**config.mk**
```make
export PLATFORM = sky130hd
export DESIGN_NAME = vcr_resource_regs
export DESIGN_NICKNAME = d
export VERILOG_FILES = /design/src/logic/vcr_resource_regs.v
export VERILOG_INCLUDE_DIRS = /design/src /design/src/include
export SDC_FILE = /design/constraint.sdc
export NUM_CORES = 1
export LEC_CHECK = 0
export BUFFER_PORTS_ARGS = -buffer_cell sky130_fd_sc_hd__buf_2
export CORE_MARGIN = 3
export CORE_UTILIZATION = 38
export DETAILED_ROUTE_END_ITERATION = 10
export HOLD_SLACK_MARGIN = 0.03
export PLACE_DENSITY = 0.79
export REMOVE_ABC_BUFFERS = 1
export SYNTH_ARGS = -nofsm -noshare
export SYNTH_HDL_FRONTEND = slang
export SYNTH_SLANG_ARGS = --single-unit
```
**constraint.sdc**
```tcl
create_clock -name clk -period 1.5 [get_ports clk]
set_clock_uncertainty 0.05 [all_clocks]
set_input_delay 0.075 -clock clk [delete_from_list [all_inputs] [get_ports clk]]
set_output_delay 0.075 -clock clk [all_outputs]
set_load 0.03 [all_outputs]
```
**src/include/vcr_consts.vh**
```
// Offsets, fields and reset values for the channel 0 resource registers.
// Assumes inclusion by the register bank only.
`ifndef VCR_CONSTS_VH
`define VCR_CONSTS_VH
`define VCR_CTL_OFFSET 12'h214
`define VCR_STS_OFFSET 12'h218
`define VCR_MAP_RESET 8'hff
`define VCR_MAP_MSB 7
`define VCR_LOAD_BIT 16
`define VCR_SEL_LSB 17
`define VCR_SEL_MSB 19
`define VCR_ID_VALUE 3'h0
`define VCR_ENABLE_VALUE 1'h1
`define VCR_COHERENCY_BIT 16
`define VCR_NEG_BIT 17
`define VCR_SEL_RESET 3'h0
`define VCR_TABLE_SCHEMES 8'hfe
`define VCR_ID_LSB 24
`define VCR_ID_MSB 26
`define VCR_ENABLE_BIT 31
`define VCR_NEG_VALUE 1'h0
`define VCR_MAP_LANE 0
`define VCR_SEL_LANE 2
`endif

```
**src/logic/vcr_resource_regs.v**
```verilog
// Channel 0 resource control and status registers of a switch port.
// Assumes a single-cycle configuration access port on clk (PCIe or SMBus
// side already merged) and an arbitration table loader on the same clock.
//
// Contract
// Set map bit routes class to channel 0
// Map resets all ones; bit0 read-only
// Load trigger copies table into arbiter
// Writing zero ignored; trigger reads zero
// Trigger ignored unless scheme uses table
// Software selects only capability-advertised schemes
// Channel identifier read-only, fixed zero
// Channel enable read-only, always one
// Coherency sets on table write, clears after load
// Coherency meaningful only for table schemes
// Negotiation pending always reads zero
// SMBus agents must not trust negotiation bit
// Software polls coherency after load
// Reserved bits read zero, ignore writes
`include "vcr_consts.vh"
`default_nettype none
module vcr_resource_regs (
  input wire clk,
  input wire reset_n,
  input wire cfgWrite,
  input wire cfgRead,
  input wire [11:0] cfgAddr,
  input wire [31:0] cfgWriteData,
  input wire [3:0] cfgByteEnable,
  output reg [31:0] cfgReadData,
  input wire tableEntryWrite,
  input wire tableLoadDone,
  output reg tableLoadStart,
  output wire [7:0] classToChannelMap,
  output wire [2:0] portArbSchemeSelect
);

  // ****************************************
  // Field map
  // ****************************************
  localparam [11:0] CTL_OFFSET = `VCR_CTL_OFFSET;
  localparam [11:0] STS_OFFSET = `VCR_STS_OFFSET;
  localparam [7:0] MAP_RESET = `VCR_MAP_RESET;
  localparam [2:0] SEL_RESET = `VCR_SEL_RESET;
  localparam [2:0] ID_VALUE = `VCR_ID_VALUE;
  localparam [0:0] ENABLE_VALUE = `VCR_ENABLE_VALUE;
  localparam [0:0] NEG_VALUE = `VCR_NEG_VALUE;
  localparam [7:0] TABLE_SCHEMES = `VCR_TABLE_SCHEMES;
  localparam integer MAP_MSB = `VCR_MAP_MSB;
  localparam integer LOAD_BIT = `VCR_LOAD_BIT;
  localparam integer SEL_LSB = `VCR_SEL_LSB;
  localparam integer SEL_MSB = `VCR_SEL_MSB;
  localparam integer ID_LSB = `VCR_ID_LSB;
  localparam integer ID_MSB = `VCR_ID_MSB;
  localparam integer ENABLE_BIT = `VCR_ENABLE_BIT;
  localparam integer COHERENCY_BIT = `VCR_COHERENCY_BIT;
  localparam integer NEG_BIT = `VCR_NEG_BIT;
  localparam integer MAP_LANE = `VCR_MAP_LANE;
  localparam integer SEL_LANE = `VCR_SEL_LANE;

  // ****************************************
  // Decode
  // ****************************************
  // Word match; byte offset bits ignored
  function hitAddr;
    input [11:0] addr;
    input [11:0] offset;
    begin
      hitAddr = (addr[11:2] == offset[11:2]);
    end
  endfunction

  // One-hot of a scheme code
  function [7:0] schemeBit;
    input [2:0] scheme;
    begin
      schemeBit = 8'h01 << scheme;
    end
  endfunction

  wire ctlWrite;
  wire ctlRead;
  wire stsRead;
  wire mapLaneWrite;
  wire selLaneWrite;

  assign ctlWrite = cfgWrite && hitAddr(cfgAddr, CTL_OFFSET);
  assign ctlRead = cfgRead && hitAddr(cfgAddr, CTL_OFFSET);
  assign stsRead = cfgRead && hitAddr(cfgAddr, STS_OFFSET);
  // Lanes 1 and 3 hold nothing writable
  assign mapLaneWrite = ctlWrite && cfgByteEnable[MAP_LANE];
  assign selLaneWrite = ctlWrite && cfgByteEnable[SEL_LANE];

  // ****************************************
  // Class to channel map
  // ****************************************
  // Bit 0 is fixed; bits 7:1 are one flop each
  wire [7:0] mapBits;

  assign mapBits[0] = MAP_RESET[0];

  genvar mapIdx;
  generate
    for (mapIdx = 1; mapIdx <= MAP_MSB; mapIdx = mapIdx + 1) begin : gMapBit
      reg mapBit_reg;
      wire mapBit_next;

      assign mapBit_next = mapLaneWrite ? cfgWriteData[mapIdx] : mapBit_reg;

      always @(posedge clk or negedge reset_n) begin
        if (!reset_n) begin
          mapBit_reg <= MAP_RESET[mapIdx];
        end else begin
          mapBit_reg <= mapBit_next;
        end
      end

      assign mapBits[mapIdx] = mapBit_reg;
    end
  endgenerate

  assign classToChannelMap = mapBits;

  // ****************************************
  // Port arbitration scheme select
  // ****************************************
  reg [2:0] scheme_reg;
  reg [2:0] scheme_next;

  always @* begin
    scheme_next = scheme_reg;
    if (selLaneWrite) begin
      scheme_next = cfgWriteData[SEL_MSB:SEL_LSB];
    end
  end

  always @(posedge clk or negedge reset_n) begin
    if (!reset_n) begin
      scheme_reg <= SEL_RESET;
    end else begin
      scheme_reg <= scheme_next;
    end
  end

  assign portArbSchemeSelect = scheme_reg;

  // ****************************************
  // Table load trigger
  // ****************************************
  // No storage: a one fires the loader when a table scheme is in force and it is idle, a zero does nothing
  wire tableScheme;
  wire loadReq;
  wire loadGo;
  reg loadBusy_reg;
  reg loadBusy_next;
  reg loadStart_next;

  // Judged against the scheme in force before this write
  assign tableScheme = |(schemeBit(scheme_reg) & TABLE_SCHEMES);
  assign loadReq = selLaneWrite && cfgWriteData[LOAD_BIT];
  // A trigger while busy would restart the loader mid-copy
  assign loadGo = loadReq && tableScheme && !loadBusy_reg;

  always @* begin
    loadStart_next = loadGo;
    loadBusy_next = loadBusy_reg;
    if (loadGo) begin
      loadBusy_next = 1'b1;
    end else if (tableLoadDone) begin
      loadBusy_next = 1'b0;
    end
  end

  always @(posedge clk or negedge reset_n) begin
    if (!reset_n) begin
      tableLoadStart <= 1'b0;
      loadBusy_reg <= 1'b0;
    end else begin
      tableLoadStart <= loadStart_next;
      loadBusy_reg <= loadBusy_next;
    end
  end

  // ****************************************
  // Table coherency status
  // ****************************************
  reg coherency_reg;
  reg coherency_next;

  always @* begin
    coherency_next = coherency_reg;
    // Table write wins over same-cycle completion
    if (tableEntryWrite) begin
      coherency_next = 1'b1;
    end else if (loadBusy_reg && tableLoadDone) begin
      coherency_next = 1'b0;
    end
  end

  always @(posedge clk or negedge reset_n) begin
    if (!reset_n) begin
      coherency_reg <= 1'b0;
    end else begin
      coherency_reg <= coherency_next;
    end
  end

  // ****************************************
  // Read mux
  // ****************************************
  reg [31:0] ctlImage;
  reg [31:0] stsImage;
  reg [31:0] readData_next;

  always @* begin
    // Trigger and reserved fields read zero
    ctlImage = 32'h0;
    ctlImage[MAP_MSB:0] = classToChannelMap;
    ctlImage[SEL_MSB:SEL_LSB] = scheme_reg;
    ctlImage[ID_MSB:ID_LSB] = ID_VALUE;
    ctlImage[ENABLE_BIT] = ENABLE_VALUE;
  end

  always @* begin
    stsImage = 32'h0;
    stsImage[COHERENCY_BIT] = coherency_reg;
    stsImage[NEG_BIT] = NEG_VALUE;
  end

  always @* begin
    readData_next = 32'h0;
    if (ctlRead) begin
      readData_next = ctlImage;
    end else if (stsRead) begin
      readData_next = stsImage;
    end
  end

  always @(posedge clk or negedge reset_n) begin
    if (!reset_n) begin
      cfgReadData <= 32'h0;
    end else begin
      cfgReadData <= readData_next;
    end
  end

endmodule // vcr_resource_regs
`default_nettype wire

```
# Word-level counts from Yosys, hierarchy flattened

Index checks and enable logic that the tools add are counted.

Bits in latches: 0
Flip-flop bits (word level): 45
Bits in writable memories: 0
Memories: 0
Input bits: 54
Output and inout bits: 44
Bits in read-only memories: 0

Multiply operators: 0
Reductions and logical operators: 13
Divide/modulo/power cells: 0
Bitwise gates (word level): 0
Shift operators: 1
Equality and inequality tests: 2
Order comparisons: 0
Add/sub/neg operators: 0
Multiplexer cells: 6

Operators by type and width:

| kind                | number |
|---|---|
| $mux 32             | 1 |
| $eq 10x8->1 const B | 2 |
| $mux 17             | 1 |
| $logic_and 1x1->1   | 9 |
| $shl 1x3->8 const A | 1 |
| $reduce_or 7->1     | 1 |
| $mux 1              | 4 |
| $reduce_bool 2->1   | 2 |
| $logic_not 1->1     | 1 |

# Longest topological paths before layout

Depth in word-level cells: 7
Depth in mapped cells: 4
Depth with buffers taken out: 3

# Least setup slack after synthesis

OpenSTA, ideal clock, no wires.

Kind: register to register
Start: reg scheme_reg[1], in the netlist portArbSchemeSelect[1]
End: reg loadBusy_reg
Data required time: 1.304 ns
Clock period less this slack: 1.236 ns
Setup slack: 0.264 ns
Stages on the path, launching flop included: 3
Library setup time: 0.146 ns
Data arrival time: 1.040 ns
Path through: dfrtp_1 > o311ai_0 > o22ai_1

Longest elaborated chain between the ends: 5
Elaborated cells between the ends (all ways): 6

RTL lines:

| what                                        | line                    | RTL |
|---|---|---|
| start: declaration                          | vcr_resource_regs.v:127 | `reg [2:0] scheme_reg;` |
| start signal: assignment                    | vcr_resource_regs.v:141 | `scheme_reg <= scheme_next;` |
| $shl 1x3->8 *                               | vcr_resource_regs.v:77  | `schemeBit = 8'h01 << scheme;` |
| $reduce_or 7->1 *                           | vcr_resource_regs.v:159 | `assign tableScheme = \|(schemeBit(scheme_reg) & TABLE_SCHEMES);` |
| $logic_and 1x1->1 * (2 in series)           | vcr_resource_regs.v:162 | `assign loadGo = loadReq && tableScheme && !loadBusy_reg;` |
| $mux 1 or $reduce_bool 2->1 (tied branches) | -                       |  |
| end signal: assignment                      | vcr_resource_regs.v:180 | `loadBusy_reg <= loadBusy_next;` |
| end: declaration                            | vcr_resource_regs.v:154 | `reg loadBusy_reg;` |

Every way passes the cells marked *; elsewhere a longest branch is shown, timed or not.
A chain may end at the register's enable or synchronous reset.

# Final worst setup path

Start: in cfgAddr[2]
End: reg cfgReadData[16]

Longest elaborated chain between the ends: 4
Elaborated cells between the ends (all ways): 6

RTL lines:

| what                   | line                    | RTL |
|---|---|---|
| start: declaration     | vcr_resource_regs.v:27  | `input wire [11:0] cfgAddr,` |
| $eq 10x8->1            | vcr_resource_regs.v:69  | `hitAddr = (addr[11:2] == offset[11:2]);` |
| $logic_and 1x1->1      | vcr_resource_regs.v:89  | `assign stsRead = cfgRead && hitAddr(cfgAddr, STS_OFFSET);` |
| $mux 17                | vcr_resource_regs.v:234 | `end else if (stsRead) begin` |
| $mux 32 *              | vcr_resource_regs.v:232 | `if (ctlRead) begin` |
| net readData_next[16]  | vcr_resource_regs.v:213 | `reg [31:0] readData_next;` |
| end signal: assignment | vcr_resource_regs.v:243 | `cfgReadData <= readData_next;` |
| end: declaration       | vcr_resource_regs.v:30  | `output reg [31:0] cfgReadData,` |

The timed path passes the listed nets; every way through them passes the cells marked *.

==> results by group <==
Worst setup path
  • Crit path cell chain: dlygate4sd3_1 > buf_2 > nand4b_1 > dlygate4sd3_1 > nor2_1
  • Setup crit end kind: flop
  • CP max-delay cell: dlygate4sd3_1
  • Type of origin of the critical path: input pin
  • Most used cell, CP: dlygate4sd3_1
  • Reg2reg start: portArbSchemeSelect[1]
  • Worst Path Arrival: 1.53 ns
  • R2r endpoint: loadBusy_reg
  • CP required: 1.69 ns
  • Cell depth of the worst flop-to-flop path: 2
  • Flop2flop setup slack: 0.24 ns
  • Largest stage delay, worst path: 0.56 ns
  • CP Class: in2reg
  • Worst Path Max Fanout: 2

Clocking
  • Reg clk slew, reported paths: 0.12 ns
  • Longest Clk Path Bufs: 2
  • Clock Latency Late Sink: 0.30 ns
  • CTS tree: built
  • H-Tree Depth: 1
  • CTS root buf: clkbuf_4
  • Clk sinks: 25
  • CTS Buf Count: 3

Global route
  • Grt total ovfl: 0
  • Initial antenna violation count: 0
  • First-pass GRT wire length: 3.51 mm
  • Vias in the first global route: 819
  • Largest net degree at the start of global routing: 26
  • Total track usage: 11.3%

Detailed routing
  • Drt drc: 0
  • ANT nets after route: 0
  • Top Metal Used: met4
  • Routed wl met3: 211 um
  • First-pass DRT Iterations: 4
  • Vias/cell: 4.13
  • Initial DRC Count: 13
  • Wire length on met2: 1.26 mm
  • Vias: 822
  • DR WL/cell: 11.2 um
  • Routed met1 length: 725 um
  • Final WL: 2.23 mm

Place
  • Dpl cell area: 1370 um^2
  • Pre-CTS WS: 0.155 ns
  • RePlAce Congestion: 0.698
  • PortBufs: 52

Floorplanning
  • Die area: 3890 um^2
  • # rows: 19
  • Die Width: 62.4 um
  • Core Region: 2900 um^2
  • Die Y: 62.4 um
  • Initial Utilization: 41.6%
  • Ports: 98

Worst hold path
  • Worst min-delay path startpoint: cfgAddr[3]
  • WHS Path Cells: 4
  • HP Class: in2reg
  • Sink of the worst hold path: tableLoadStart

STA
  • Setup_tns: 0 ns
  • Worst setup margin: 0.165 ns
  • Setup violators final: 0
  • Final Hold Viols: 0
  • Achievable frequency: 749 MHz
  • Tcrit/Tclk final: 89.0%
  • Min Tclk post-route: 1.34 ns
  • Unrepaired setup endpoints after global routing: no
  • Worst slew pin tran: 0.502 ns
  • Rel. slew slack: 66.1%
  • Max-slew violations: 0

Power
  • Peak supply drop: 621 uV
  • LEAKAGE: 0.868 nW
  • Pwr dens: 720 nW/um^2

Cells and area
  • Post-route cell area: 1580 um^2
  • Final core occ: 54.4%
  • Share of cells above drive strength 1: 50.3%
  • Ant diodes: 0
  • Area growth, synth to finish: 30.6%
  • Nets: 212
  • Largest register FFs: 12

Logic synthesis
  • Ys async rst share: 100%
  • Cell variety after synth: 21
  • Top FF cell, synth: dfrtp_1
  • Synthesized area: 1210 um^2
  • Mapped Avg Cell Area: 12.8 um^2
  • Post-Syn Instances: 94
  • Post-synthesis sequential area ratio: 52.5%
  • Cell taking the most area after synthesis: dfrtp_1
  • EDFF count, synth: 0
  • #FFs+latches synth: 25
  • Most instantiated cells after synthesis: buf_4, dfrtp_1, and2_1
  • Most frequent cell after synthesis: buf_4
  • Post-synth top area share: 37.3%
  • Top cells by area, synth: dfrtp_1, buf_4, dfstp_2, mux2_2, and2_1
  • Yosys synthesis warning count: 0

Job
  • Max-cap violations: 0

Outcome
  • Outcome: finished clean
-- how the worst max path moves through the flow --
| stage | from | endpoint | slack (ns) |
|---|---|---|---|
| floorplan | portArbSchemeSelect[1] | loadBusy_reg | 0.26 |
| global placement | cfgAddr[5] | gMapBit[1].mapBit_reg | 0.18 |
| detailed placement | cfgAddr[5] | gMapBit[1].mapBit_reg | 0.16 |
| CTS | cfgAddr[2] | gMapBit[1].mapBit_reg | 0.06 |
| global route | cfgAddr[8] | tableLoadStart | 0.11 |
| finish | cfgAddr[2] | cfgReadData[16] | 0.16 |
-- layout by cell type, fill, tap and decap left out --
master / Yosys / final
a21o_1: 1 / 1
and2_1: 12 / 12
and4_2: 1 / 1
buf_2: 0 / 52
clkbuf_4: 0 / 3
clkinv_2: 0 / 1
conb_1: 2 / 20
dfrtp_1: 18 / 18
dfstp_2: 7 / 7
dlygate4sd3_1: 0 / 18
inv_1: 1 / 1
mux2_2: 9 / 9
mux2_4: 1 / 1
nand2_1: 3 / 3
nand4_2: 1 / 1
nand4_4: 1 / 1
nand4b_1: 1 / 1
nor2_1: 1 / 1
nor2b_2: 0 / 1
nor3_1: 1 / 1
nor4b_4: 2 / 2
o22ai_1: 1 / 1
o311ai_0: 1 / 1
-- report_power, final --
group | switching (mW) | internal [mW]
clock | 0.178 | 0.0995
sequential | 0.00147 | 0.678
combinational | 0.112 | 0.0657
-- stage by stage --
step	power, mW	cells	hold WS [ns]
global placement	0.832	177	0.0278
floorplan	0.778	83	-0.271
detailed placement	0.836	177	0.0376
CTS	1.15	199	0.0303
global route	1.18	199	0.0300
finish	1.13	199	0.00716
-- layout make-up --
type                    instances  area (um^2)
clock buffers                   3         22.5
fillers                       265         1320
repair buffers                 70          440
well taps                      42         52.6
multi-input cells              57          418
clock inverters                 1         5.00
inverters                       1         3.75
flip-flops and latches         25          634
-- per-layer routing --
metal	up-vias	GRT usage, %
met5	-	0
met2	44	23.4
met1	388	10.8
met3	2	2.70
li1	388	-
met4	0	3.31
-- cells by family (layout without fill, tap and decap cells) --
group	Yosys count	after routing	share of synthesized area, %
DFF	25	25	52.5
other	2	20	0.622
and+or+nand+nor	24	24	16.7
AOI/OAI and AO/OA	3	3	1.87
muxes	10	10	9.64
buffers and inverters	30	75	18.7
-- critical path, delay by kind of cell --
kind                   cells  cell delay [ns]
buffers and inverters      3             1.21
and+or+nand+nor            2             0.24
-- what timing repair did --
item	CTS	global route
buffers inserted	0	0
gates resized for setup	0	1
endpoints found under the hold margin	36	0
hold buffers	18	0
setup endpoints to repair	0	2
Power figures use the tool's default switching activity.
